$ cat src/rtl/rce_map.svh
`ifndef RCE_MAP_SVH
`define RCE_MAP_SVH
`define RCE_CLK_HZ        25000000
`define RCE_DEBOUNCE_NS   6500000
`define RCE_DEBOUNCE_CYC  ((`RCE_DEBOUNCE_NS * 25) / 1000)
`define RCE_PKT_BITS      67
`define RCE_PRE_BITS      12
`define RCE_HDR_BITS      4
`define RCE_HOP_BITS      32
`define RCE_SER_BITS      10
`define RCE_CRC_BITS      2
`define RCE_PAD_BITS      2
`define RCE_BODY_BITS     49
`define RCE_BATT_POS      4
`define RCE_HALF_CYC      5000
`define RCE_GUARD_CYC     100000
`define RCE_SEED          32'h1234ABCD
`define RCE_SERIAL        10'h2A5
`define RCE_HDR_CODE      4'h0
`endif

$ cat src/rtl/rce_pkg.sv
package rce_pkg;
	typedef enum logic [4:0] {
		ST_SLEEP = 5'h01,
		ST_DEB   = 5'h02,
		ST_LOAD  = 5'h04,
		ST_SEND  = 5'h08,
		ST_GUARD = 5'h10
	} rce_state_t;
endpackage

$ cat src/rtl/rce_encoder.sv
`timescale 1ns/1ns
`include "rce_map.svh"
// Overview of operation
// - wake on switch, debounce 6.5 ms first
// - hopping code changes every press
// - each bit Manchester coded, one mid transition
// - preamble, header, encrypted, fixed, CRC order
// - packet is exactly 67 bits
// - idle guard gap after every packet
// - encrypted part holds buttons and sync
// - sample low battery, flag in packet
// - repeat packets while any switch held
// - indicator sinks current while transmitting
// - single logic-level data output to radio
module rce_encoder
	import rce_pkg::*;
#(
	parameter int DEB_CYC   = `RCE_DEBOUNCE_CYC,
	parameter int HALF_CYC  = `RCE_HALF_CYC,
	parameter int GUARD_CYC = `RCE_GUARD_CYC,
	parameter logic [31:0] KEY    = `RCE_SEED,
	parameter logic [9:0]  SERIAL = `RCE_SERIAL
) (
	input  wire logic ref_clk_i,
	input  wire logic nrst_i,
	input  wire logic switch_in_0_i,
	input  wire logic switch_in_1_i,
	input  wire logic switch_in_2_i,
	input  wire logic switch_in_3_i,
	input  wire logic batt_low_i,
	output logic      radio_data_out_o,
	output logic      tx_led_n_o,
	output logic      asleep_o
);
	localparam int PB = `RCE_PKT_BITS;
	logic [4:0]     sw_s1_reg, sw_s2_reg;
	rce_state_t     state_reg, state_next;
	logic [31:0]    cnt_reg, cnt_next;
	logic [6:0]     bit_reg;
	logic           half_reg;
	logic [PB-1:0]  shift_reg;
	logic [15:0]    sync_reg;
	logic           dout_reg;
	logic [31:0]    hop_w;
	logic [7:0]     halves_reg;

	// two-flop synchronisers; stage one read only by stage two
	always_ff @(posedge ref_clk_i or negedge nrst_i) begin
		if (!nrst_i) begin
			sw_s1_reg <= 5'h00;
			sw_s2_reg <= 5'h00;
		end else begin
			sw_s1_reg <= {batt_low_i, switch_in_3_i, switch_in_2_i, switch_in_1_i,
				switch_in_0_i};
			sw_s2_reg <= sw_s1_reg;
		end
	end

	wire [3:0] sw_w      = sw_s2_reg[3:0];
	wire       any_sw_w  = |sw_w;
	wire       batt_w    = sw_s2_reg[4];
	wire       cnt_done  = (state_reg == ST_DEB && cnt_reg >= 32'(DEB_CYC - 1))
		|| (state_reg == ST_SEND && cnt_reg >= 32'(HALF_CYC - 1))
		|| (state_reg == ST_GUARD && cnt_reg >= 32'(GUARD_CYC - 1));
	wire       last_bit  = (bit_reg == 7'(PB - 1)) && half_reg;

	// plaintext: buttons, discriminator, sync counter
	rce_cipher #(.W(32)) u_cipher (
		.plain_i  ({sw_w, 12'hABC, sync_reg}),
		.key_i    (KEY),
		.cipher_o (hop_w)
	);

	function automatic logic [1:0] crc2(input logic [`RCE_BODY_BITS-1:0] d);
		logic [1:0] c;
		c = 2'h0;
		for (int i = 0; i < `RCE_BODY_BITS; i++) begin
			c = {c[0], c[1] ^ d[i]};
		end
		return c;
	endfunction

	wire [`RCE_BODY_BITS-1:0] body_w = {hop_w, SERIAL, sw_w, batt_w,
		{`RCE_PAD_BITS{1'b0}}};
	wire [PB-1:0] pkt_w = {{`RCE_PRE_BITS/2{2'b10}}, `RCE_HDR_CODE, body_w,
		crc2(body_w)};
	// first half is the bit itself; on load shift_reg is still stale, so use pkt_w
	wire       dout_next = (state_reg == ST_LOAD) ? pkt_w[PB-1]
		: !cnt_done ? dout_reg
		: half_reg ? shift_reg[PB-2] : ~shift_reg[PB-1];

	always_comb begin
		state_next = state_reg;
		cnt_next   = cnt_reg + 32'h1;
		case (state_reg)
			ST_SLEEP: begin
				cnt_next = 32'h0;
				if (any_sw_w) state_next = ST_DEB;
			end
			ST_DEB: begin
				if (!any_sw_w) begin
					state_next = ST_SLEEP;
					cnt_next   = 32'h0;
				end else if (cnt_done) begin
					state_next = ST_LOAD;
					cnt_next   = 32'h0;
				end
			end
			ST_LOAD: begin
				state_next = ST_SEND;
				cnt_next   = 32'h0;
			end
			ST_SEND: begin
				if (cnt_done) begin
					cnt_next = 32'h0;
					if (last_bit) state_next = ST_GUARD;
				end
			end
			ST_GUARD: begin
				if (cnt_done) begin
					cnt_next   = 32'h0;
					state_next = any_sw_w ? ST_LOAD : ST_SLEEP;
				end
			end
			default: begin
				state_next = ST_SLEEP;
				cnt_next   = 32'h0;
			end
		endcase
	end

	always_ff @(posedge ref_clk_i or negedge nrst_i) begin
		if (!nrst_i) begin
			state_reg <= ST_SLEEP;
			cnt_reg   <= 32'h0;
		end else begin
			state_reg <= state_next;
			cnt_reg   <= cnt_next;
		end
	end

	// new hop each packet, so repeats and re-presses always differ
	always_ff @(posedge ref_clk_i or negedge nrst_i) begin
		if (!nrst_i) begin
			sync_reg  <= 16'h0000;
			shift_reg <= '0;
			bit_reg   <= 7'h00;
			half_reg  <= 1'b0;
		end else if (state_reg == ST_LOAD) begin
			sync_reg  <= sync_reg + 16'h1;
			shift_reg <= pkt_w;
			bit_reg   <= 7'h00;
			half_reg  <= 1'b0;
		end else if (state_reg == ST_SEND && cnt_done) begin
			half_reg <= ~half_reg;
			if (half_reg) begin
				bit_reg   <= bit_reg + 7'h1;
				shift_reg <= {shift_reg[PB-2:0], 1'b0};
			end
		end
	end

	// check-only tally of half periods, independent of bit_reg
	always_ff @(posedge ref_clk_i or negedge nrst_i) begin
		if (!nrst_i) begin
			halves_reg <= 8'h00;
		end else if (state_reg == ST_LOAD) begin
			halves_reg <= 8'h00;
		end else if (state_reg == ST_SEND && cnt_done) begin
			halves_reg <= halves_reg + 8'h1;
		end
	end

	// bit 1 = high then low, bit 0 = low then high
	always_ff @(posedge ref_clk_i or negedge nrst_i) begin
		if (!nrst_i) begin
			dout_reg <= 1'b0;
		end else if (state_next == ST_SEND) begin
			dout_reg <= dout_next;
		end else begin
			dout_reg <= 1'b0;
		end
	end

	assign radio_data_out_o = dout_reg;
	assign tx_led_n_o       = !(state_reg == ST_SEND || state_reg == ST_LOAD);
	assign asleep_o         = (state_reg == ST_SLEEP);
endmodule

$ cat src/rtl/rce_cipher.sv
`timescale 1ns/1ns
// replaceable stub: cheap mixing, not a secure cipher
module rce_cipher
	import rce_pkg::*;
#(
	parameter int W = 32
) (
	input  wire logic [W-1:0] plain_i,
	input  wire logic [W-1:0] key_i,
	output logic      [W-1:0] cipher_o
);
	wire [W-1:0] mix1 = plain_i ^ key_i;
	wire [W-1:0] rot  = {mix1[W-6:0], mix1[W-1:W-5]};
	assign cipher_o = rot + {key_i[W/2-1:0], key_i[W-1:W/2]};
endmodule

$ cat config.mk
export PLATFORM = sky130hd
export DESIGN_NAME = rce_encoder
export DESIGN_NICKNAME = d
export VERILOG_FILES = /design/src/rtl/rce_pkg.sv /design/src/rtl/rce_encoder.sv /design/src/rtl/rce_cipher.sv
export VERILOG_INCLUDE_DIRS = /design/src /design/src/rtl
export SDC_FILE = /design/constraint.sdc
export NUM_CORES = 1
export LEC_CHECK = 0
export ABC_CLOCK_PERIOD_IN_PS = 2800
export CORE_MARGIN = 4
export CORE_UTILIZATION = 52
export CTS_CLUSTER_SIZE = 24
export DETAILED_ROUTE_END_ITERATION = 7
export DONT_BUFFER_PORTS = 1
export MAX_ROUTING_LAYER = met4
export PLACE_DENSITY_LB_ADDON = 0.12
export SETUP_SLACK_MARGIN = 0.02
export SLEW_MARGIN = 20
export SYNTH_ARGS = -nofsm -noshare
export SYNTH_HDL_FRONTEND = slang
export SYNTH_SLANG_ARGS = --single-unit
export TNS_END_PERCENT = 50
$ cat constraint.sdc
create_clock -name ref_clk_i -period 2.8 [get_ports ref_clk_i]
set_input_delay 0.42 -clock ref_clk_i [delete_from_list [all_inputs] [get_ports ref_clk_i]]
set_output_delay 0.42 -clock ref_clk_i [all_outputs]
set_load 0.05 [all_outputs]
* Word level (Yosys, flattened, before mapping)
Cells that the tools add are included.
** Operators by class
- Eq/ne operators :: 8
- Muxes and demuxes :: 23
- Order comparisons :: 3
- Bitwise logic cells :: 39
- Reductions and logical operators :: 14
- Add/subtract/negate cells :: 4
** Operators by type and width (count)
- $mux 67 :: 3
- $mux 32 :: 2
- $pmux 32 s2 :: 1
- $xor 1x1->1 :: 35
- $add 31x32->32 const B :: 1
- $add 32x1->32 const B :: 1
- $ge 32x13->1 const B :: 1
- $ge 32x17->1 const B :: 1
- $ge 32x18->1 const B :: 1
- $mux 5 :: 6
- $pmux 5 s5 :: 1
- $mux 7 :: 3
- $add 16x1->16 const B :: 1
- $not 15->15 :: 1
- $eq 5x4->1 const B :: 2
- $add 7x1->7 const B :: 1
- $eq 7x7->1 const B :: 1
- $mux 1 :: 6
- $eq 5x1->1 const B :: 1
- $eq 5x2->1 const B :: 1
- $eq 5x3->1 const B :: 1
- $eq 5x5->1 const B :: 1
- $logic_and 1x1->1 :: 5
- $reduce_bool 2->1 :: 2
- 8 further kinds :: 12
** Word-level totals
- Flip-flop bits (word level) :: 139
- Bits of input ports :: 7
- Logic and storage cells :: 100
- Output and inout port bits :: 3

* Depth between registers and ports, before layout
Gate-level depths: netlist of run 1.
- Word-level depth :: 20
- Gate-level depth with buffers :: 11
- Gate-level depth less buffers :: 9

* Cells and area by module
Synthesis of run 1 repeated with hierarchy kept, for this count alone.
** Second synthesis, totals
- Cell total of the unflattened synthesis :: 884
- Area total of the unflattened synthesis :: 8577.0 sq um
** Modules (own cells, without submodules)
- rce_encoder :: area an instance 6458.7 sq um, seq. area each 3479.6 sq um, cells an instance 592, times used 1
- rce_cipher :: area an instance 2118.3 sq um, seq. area each 0.0 sq um, cells an instance 292, times used 1

* Worst setup path before layout of run 1
No wires, ideal clock.
- Kind :: register to register
- Start :: reg state_reg[1]
- End :: reg dout_reg (netlist: radio_data_out_o)
- Stages on the path, launching flop included :: 7
- Slack :: -68 ps
- Data arrival time :: 2742 ps
- Clock period less this slack :: 2868 ps
- Buffers on the path :: 1
- Setup time :: 127 ps
- Data required time :: 2673 ps
- Path through :: dfrtp_1 -> clkbuf_1 -> nor2_1 -> nor4bb_1 -> inv_1 -> o22ai_1 -> nor4_1
** Between the ends
- Elaborated cells on any way between the ends :: 21
- Classes of those cells :: eq/ne: 7; mux: 9; reduce/logical: 5
** RTL lines
- start, declared :: RTL line rce_encoder.sv:37 : rce_state_t state_reg, state_next;
- start signal, assigned :: RTL line rce_encoder.sv:137 : state_reg <= state_next;
- $eq 5x1->1 (*)
- net asleep_o :: RTL line rce_encoder.sv:33 : output logic asleep_o
- $pmux 5 s5 (*) :: RTL line rce_encoder.sv:95 : case (state_reg)
- net state_next[1] :: RTL line rce_encoder.sv:37
- $eq 5x4->1 (*) :: RTL line rce_encoder.sv:178 : end else if (state_next == ST_SEND) begin
- $ne 3x3->1 (no source line) or $mux 1 (tied branches)
- end signal, assigned :: RTL line rce_encoder.sv:179 : dout_reg <= dout_next;
- end, declared :: RTL line rce_encoder.sv:43 : logic dout_reg;
Mark *: on every way through the listed nets, which the timed path passes. The rest lies on a longest branch.
A chain may end at the register's enable or synchronous reset.

* Final worst setup path of run 1
- Start :: reg sw_s2_reg[1]
- End :: reg shift_reg[1]
** Between the ends
- Word-level cells in the longest chain between the ends :: 17
** Ends and longest elaborated chain
- start, declared :: RTL line rce_encoder.sv:36 : logic [4:0] sw_s1_reg, sw_s2_reg;
- start signal, assigned :: RTL line rce_encoder.sv:55 : sw_s2_reg <= sw_s1_reg;
- $add 31x32->32 (*) :: RTL line rce_cipher.sv:14 : assign cipher_o = rot + {key_i[W/2-1:0], key_i[W-1:W/2]};
- $xor 1x1->1 (14 in a row) :: RTL line rce_encoder.sv:78 : c = {c[0], c[1] ^ d[i]};
- $xor 1x1->1 (*) :: RTL line rce_encoder.sv:78
- $mux 67 (*) :: RTL line rce_encoder.sv:149 : end else if (state_reg == ST_LOAD) begin
- end signal, assigned :: RTL line rce_encoder.sv:151 : shift_reg <= pkt_w;
- end signal, assigned :: RTL line rce_encoder.sv:158 : shift_reg <= {shift_reg[PB-2:0], 1'b0};
- end, declared :: RTL line rce_encoder.sv:41 : logic [PB-1:0] shift_reg;
Mark *: on every way between the ends. The rest lies on a longest branch, timed or not.

==> reports/qor.yml, run 1 <==
async_reset_ff_share_pct: 100.0
grt_pass1_wl_um: 22120
grt_max_degree: 140
clock_skew_ns: 0.007619
drive_gt1_share_pct: 10.55
cts_num_sinks: 139
netlist_instances: 674
gr-usage-met3_pct: 4.662
wire_per_inst_um: 14.58
start_util_pct: 52.81
final_cell_mix: "dfrtp_1, nand2_1, nor2_1, xnor2_1"
cp.required_ns: 3.10
dr.pass1.iters: 6
synthDistinctLibCells: 69
first_iter_violations: 341
place_area_um2: 6795
cts_inserted_buffers: 17
grt_use_total_pct: 19.45
fmax_mhz: 377.3
end_kind: "flop"
vias_per_cell: 5.334
path_clk_slew_ns: 0.06
final_common_cell: "dfrtp_1"
synth-main-ff-cell: "dfrtp_1"
gr-usage-met1_pct: 26.07
die_y_um: 121.0
worst_path_max_delay_cell: "or3b_1"
synth_area_leaders: "dfrtp_1, nand2_1, xnor2_1"
synth_area_leader_cell: "dfrtp_1"
setup_viol: 0
fin_crit_ns: 2.650
die-area_um2: 14640
power_density_nw_per_um2: 824.5
insertedDiodeCount: 0
clock-root-buffer: "clkbuf_16"
relSlewSlack_pct: 54.66
drv_cap: 0
worst_pin_slew_ns: 0.6785
synth-seq-cells: 139
clk-insertion-delay-late_ns: 0.42
drt-total-wl_um: 12600
finalCritPeriodShare_pct: 94.65
crit_arrival_ns: 2.95
worstPathMaxFanout: 5
final_core_util_pct: 59.47
hold_class: "in2async"
drv_slew: 0
synth_area_um2: 6638
rows: 41
htreeDepth: 4
hold_viol: 139
areaGrowthSynthToFinish_pct: 12.61
cts_tree: "built"
gr-usage-met2_pct: 28.97
cp-start-kind: "flop"
dp_cells: 831
crit_chain: "ha_1 -> or3b_1 -> a31oi_4 -> o21a_4 -> nor2_2 -> xnor2_2 -> xnor3_1 -> xnor2_1 -> a21o_1"
top_usage_layer: "met2"
path_class: "reg2reg"
postLayoutCellArea_um2: 7475
yosysWarnings: 0
violations: "hold timing"
ios: 10
antenna_left: 0
dp_hpwl_um: 7965
cts_buffer_depth: 2
fin_nets: 693
hold_slack_ns: -0.3041
gp_congestion: 0.8286
synth-edff-count: 0
dieWidth_um: 121.0
outcome: "finished with violations"
numPortBuffers: 0
critPathMaxStageDelay_ns: 0.50
coreArea_um2: 12570
overflow: 0
synth-seq-area-share_pct: 52.42
largest_reg_flops: 67
grt_pass1_vias: 4564
route.detailed.drc: 0
ir_worst_vdd_mv: 0.5489
fillers: 1069
total_power_uw: 6163
final_cell_count_no_fill: 864
p_leak_uw: 0.003364
synth_top_area_share_pct: 52.03
avgSynthCellArea_um2: 9.848
routed-via-count: 4609
grt_antenna_before_repair: 0
==> path summary, 6_finish.rpt <==
path,from,endpoint,slack [ns],cells after the start
setup / recovery,sw_s2_reg[1]$_DFF_PN0_,shift_reg[1]$_DFFE_PN0P_,0.15,9
hold / removal,nrst_i,cnt_reg[9]$_DFF_PN0_,-0.30,0
setup reg to reg,sw_s2_reg[1]$_DFF_PN0_,shift_reg[1]$_DFFE_PN0P_,0.15,9
hold reg to reg,sw_s1_reg[4]$_DFF_PN0_,sw_s2_reg[4]$_DFF_PN0_,0.35,0
max in group asynchronous,nrst_i,state_reg[0]$_DFF_PN1_,2.86,0
min in group ref_clk_i,switch_in_3_i,sw_s1_reg[3]$_DFF_PN0_,0.03,0
==> critical path: cells and delay by family (launching register included) <==
family	cells	cell delay [ns]
simple gates	2	0.55
flops	1	0.37
xor+xnor	3	0.71
compound gates	3	0.65
fa+ha+maj	1	0.25
==> cell usage after synthesis (all sizes together), types with 2 or more instances <==
| master | n |
|---|---|
| a22oi | 7 |
| xor2 | 23 |
| o31ai | 5 |
| a221o | 5 |
| nor2 | 63 |
| nor4bb | 2 |
| dfrtp | 138 |
| o21a | 3 |
| o22ai | 3 |
| nor2b | 2 |
| mux2i | 8 |
| o221a | 2 |
| and2 | 3 |
| a21oi | 13 |
| a31oi | 10 |
| o211ai | 2 |
| buf | 18 |
| nand2 | 134 |
| nand3 | 36 |
| a21o | 3 |
| and3 | 12 |
| nor4 | 5 |
| xnor2 | 46 |
| nand3b | 3 |
| clkbuf | 22 |
| nor3b | 4 |
| ha | 7 |
| inv | 14 |
| or3b | 2 |
| o21ai | 38 |
| or2 | 2 |
| nor3 | 10 |
| nand4 | 8 |
| xnor3 | 2 |
==> report_power, final <==
group          switching (uW)  leakage [uW]  total (uW)  internal [uW]
sequential                303       0.00178        2740           2440
combinational             545       0.00128        1070            523
clock                     816      0.000303        2350           1530
==> final cells by class <==
type	count	area [um2]	share of cell area, %
Clock inverter	11	167.7	2.243
Tap cell	172	215.2	2.879
Inverter	14	52.55	0.7030
Clock buffer	21	460.4	6.160
Sequential cell	139	3480	46.55
Timing Repair Buffer	14	117.6	1.573
Multi-Input combinational cell	493	2982	39.89
==> layer usage <==
metal	routed length, um	share of wire (%)	up-vias
met1	6092	48	2253
met4	273	2.2	0
met3	341	2.7	22
met5	0	0	-
li1	-	-	2269
met2	5892	47	65
==> cell families (layout without fill, tap and decap cells) <==
logic type,Yosys count,in the layout,share of synthesized area [%]
AND/OR/NAND/NOR,291,291,19.92
XOR/XNOR,71,71,9.896
multiplexers,9,9,1.376
adder cells (fa/ha/maj),8,8,1.470
other,1,14,0.05650
AO/OA/AOI/OAI,100,100,10.61
buffers and inverters,55,60,4.241
flip-flops,139,139,52.42
==> per-stage QoR <==
| step | setup TNS (ns) | worst slack (ns) |
|---|---|---|
| floorplan | 0 | 0.2748 |
| global placement | 0 | 0.1295 |
| detailed placement | 0 | 0.04276 |
| CTS | 0 | 0.03582 |
| global route | -0.01252 | -0.01252 |
| finish | 0 | 0.1498 |
==> what timing repair did <==
action | 4_1_cts | 5_1_grt
gates resized for setup | 0 | 10
setup buffers | 0 | 1
endpoints found under the hold margin | 139 | 139
setup endpoints to repair | 0 | 42
No activity file was read; power rests on OpenSTA's default activity.
==> inputs of run 2 (changes only) <==
--- a/config.mk
+++ b/config.mk
@@ -6,6 +6,7 @@
 export SDC_FILE = /design/constraint.sdc
 export NUM_CORES = 1
 export LEC_CHECK = 0
+export ABC_AREA = 1
 export ABC_CLOCK_PERIOD_IN_PS = 2800
 export CORE_MARGIN = 4
 export CORE_UTILIZATION = 52
==> reports/qor.yml, run 2 <==
synth_area_leaders: "dfrtp_1, nand2_1, nand3_1"  # was dfrtp_1, nand2_1, xnor2_1
power_density_nw_per_um2: 798.9  # was 824.5 nW/um2
rsz0062_at_grt: "false"
dp_cells: 1046  # was 831
final_common_cell: "nand2_1"  # was dfrtp_1
antenna_left: 0  # unchanged
insertedDiodeCount: 0  # unchanged
overflow: 0  # unchanged
ir_worst_vdd_mv: 0.4631  # was 0.5489 mV
synth_top_area_share_pct: 49.00  # was 52.03%
die-area_um2: 15480  # was 14,640 um2
numPortBuffers: 0  # unchanged
crit_arrival_ns: 2.73  # was 2.95 ns
tns_ns: 0  # unchanged
dp_slack_ns: 0.3856  # was 0.04276 ns
netlist_instances: 878  # was 674
synth-edff-count: 0  # unchanged
final_cell_mix: "nand2_1, dfrtp_1, nor2_1, inv_1, nand3_1"  # was dfrtp_1, nand2_1, nor2_1, xnor2_1
setup_viol: 0  # unchanged
postCtsSetupBuffers: 0  # unchanged
multi_input_area_um2: 3094  # was 2982 um2
vias_per_cell: 5.241  # was 5.334
cts_buffer_depth: 2  # unchanged
path_clk_slew_ns: 0.06  # about the same
largest_reg_flops: 67  # unchanged
hold_class: "in2async"  # unchanged
cts_num_sinks: 139  # unchanged
synthDistinctLibCells: 43  # was 69
dr.pass1.iters: 5  # was 6
wire_per_inst_um: 13.21  # was 14.58 um
violations: "hold timing"  # unchanged
cp.required_ns: 3.11  # was 3.10 ns
postLayoutCellArea_um2: 7931  # was 7475 um2
drv_slew: 0  # unchanged
synth_top_family_by_area: "simple AND/OR/NAND/NOR gates"  # unchanged
fin_crit_ns: 2.420  # was 2.650 ns
worstPathMaxFanout: 8  # was 5
end_kind: "flop"  # unchanged
die_y_um: 124.4  # was 121.0 um
dp_hpwl_um: 9517  # was 7965 um
drive_gt1_share_pct: 7.387  # was 10.55%
yosysWarnings: 0  # unchanged
synth_xor_area_share_pct: 3.586  # was 9.896%
synth_area_leader_cell: "dfrtp_1"  # unchanged
worst_slack_ns: 0.3800  # was 0.1498 ns
cts_tree: "built"  # unchanged
routed-via-count: 5676  # was 4,609
synthTopCellsByCount: "nand2_1, dfrtp_1, nor2_1"  # was dfrtp_1, nand2_1, nor2_1
dieWidth_um: 124.4  # was 121.0 um
synth_area_um2: 7048  # was 6638 um2
cp-start-kind: "flop"  # unchanged
drv_cap: 0  # unchanged
gp_congestion: 0.9303  # was 0.8286
ios: 10  # unchanged
yosys.area_share.adder_pct: 1.243  # was 1.470%
first_iter_violations: 390  # was 341
coreArea_um2: 13240  # was 12,570 um2
muxShareOfSynthArea_pct: 0  # was 1.376%
grt_max_degree: 140  # unchanged
reg2reg_to: "shift_reg[1]$_DFFE_PN0P_"  # unchanged
total_power_uw: 6336  # was 6163 uW
async_reset_ff_share_pct: 100.0  # unchanged
htreeDepth: 4  # unchanged
start_util_pct: 53.22  # was 52.81%
avgSynthCellArea_um2: 8.027  # was 9.848 um2
synth_compound_area_share_pct: 10.03  # was 10.61%
p_leak_uw: 0.003761  # was 0.003364 uW
areaGrowthSynthToFinish_pct: 12.53  # was 12.61%
synth-seq-area-share_pct: 49.37  # was 52.42%
r2r_cells: 17  # was 9
hold_viol: 139  # unchanged
post-synth-top-count-cell: "nand2_1"  # was dfrtp_1
hold_slack_ns: -0.3062  # was -0.3041 ns
fmax_mhz: 413.2  # was 377.3 MHz
final_cell_count_no_fill: 1083  # was 864
place_area_um2: 7234  # was 6795 um2
cts_repair_resize_count: 0  # unchanged
route.detailed.drc: 0  # unchanged
fillers: 1167  # was 1,069
path_class: "reg2reg"  # unchanged
synth-seq-cells: 139  # unchanged
grt_pass1_vias: 5359  # was 4,564
clock_skew_ns: 0.006285  # was 0.007619 ns
relSlewSlack_pct: 61.29  # was 54.66%
r2r_slack_ns: 0.38  # was 0.15 ns
grt_antenna_before_repair: 0  # unchanged
seqCellArea_um2: 3480  # unchanged
grt_pass1_wl_um: 25010  # was 22,120 um
clk-insertion-delay-late_ns: 0.42  # about the same
clock-root-buffer: "clkbuf_16"  # unchanged
grt_use_total_pct: 19.87  # was 19.45%
yosys.area_share.simple_pct: 28.12  # was 19.92%
drt-total-wl_um: 14310  # was 12,600 um
regToRegStartpoint: "sw_s2_reg[1]$_DFF_PN0_"  # unchanged
fin_nets: 908  # was 693
synth-main-ff-cell: "dfrtp_1"  # unchanged
finalCritPeriodShare_pct: 86.43  # was 94.65%
rows: 42  # was 41
outcome: "finished with violations"  # unchanged
cts_inserted_buffers: 17  # unchanged
worst_pin_slew_ns: 0.5785  # was 0.6785 ns
run 2: area by class of cell:
cell class	count	share of cell area, %
Multi-Input combinational cell	626	39.01
Sequential cell	139	43.87
Timing Repair Buffer	14	1.641
Inverter	96	4.543
Tap cell	176	2.776
Clock buffer	18	5.411
Clock inverter	14	2.745
run 2: how the worst max path moves through the flow:
stage / start / endpoint / slack (ns) / cells after the start
2_1_floorplan: state_reg[0]$_DFF_PN1_ / tx_led_n_o / 0.66 / 6
3_3_place_gp: sw_s2_reg[1]$_DFF_PN0_ / shift_reg[1]$_DFFE_PN0P_ / 0.40 / 17
3_5_place_dp: sw_s2_reg[1]$_DFF_PN0_ / shift_reg[1]$_DFFE_PN0P_ / 0.39 / 17
4_1_cts: sw_s2_reg[1]$_DFF_PN0_ / shift_reg[1]$_DFFE_PN0P_ / 0.38 / 17
5_1_grt: sw_s2_reg[1]$_DFF_PN0_ / shift_reg[1]$_DFFE_PN0P_ / 0.07 / 17
6_report: sw_s2_reg[1]$_DFF_PN0_ / shift_reg[1]$_DFFE_PN0P_ / 0.38 / 17
run 2: worst max-delay path, stage by stage (launching register included):
cell and delay, ns:
dfrtp_1 0.49, ha_1 0.26, nor2_1 0.17, nand2_1 0.15, nand2_1 0.11, nand2_1 0.13, nand3_1 0.16, nand2_1 0.11
xor2_1 0.19, nand2_1 0.07, nand2_1 0.07, inv_1 0.04, nand2_1 0.07, nand2_1 0.05, nand2_1 0.05, nand3_1 0.06
nand2_1 0.08, nand2_1 0.05
run 2: metrics by stage:
step	utilization [%]	hold slack, ns
2_1_floorplan	-	0.1244
3_3_place_gp	54.63	0.1282
3_5_place_dp	54.63	0.1292
4_1_cts	59.51	-0.3238
5_1_grt	59.89	-0.3287
6_report	59.89	-0.3062
run 2: layer usage:
layer / track usage, % / wire length (um) / vias to the layer above / part of all wire, %
met5: - / 0 / - / 0
met4: 6.254 / 241 / 0 / 1.7
met3: 5.103 / 587 / 21 / 4.1
met2: 29.29 / 6527 / 118 / 46
met1: 27.14 / 6951 / 2675 / 49
li1: - / - / 2862 / -
run 2: logic make-up after synthesis:
group,Yosys count
AO/OA/AOI/OAI,121
XOR/XNOR,28
adder cells (fa/ha/maj),7
buffers and inverters,126
flip-flops,139
other,1
AND/OR/NAND/NOR,456
run 2: where the power goes:
group	switching, uW	internal [uW]	leakage, uW
clock	874	1590	0.000319
sequential	251	2450	0.00182
combinational	731	444	0.00162
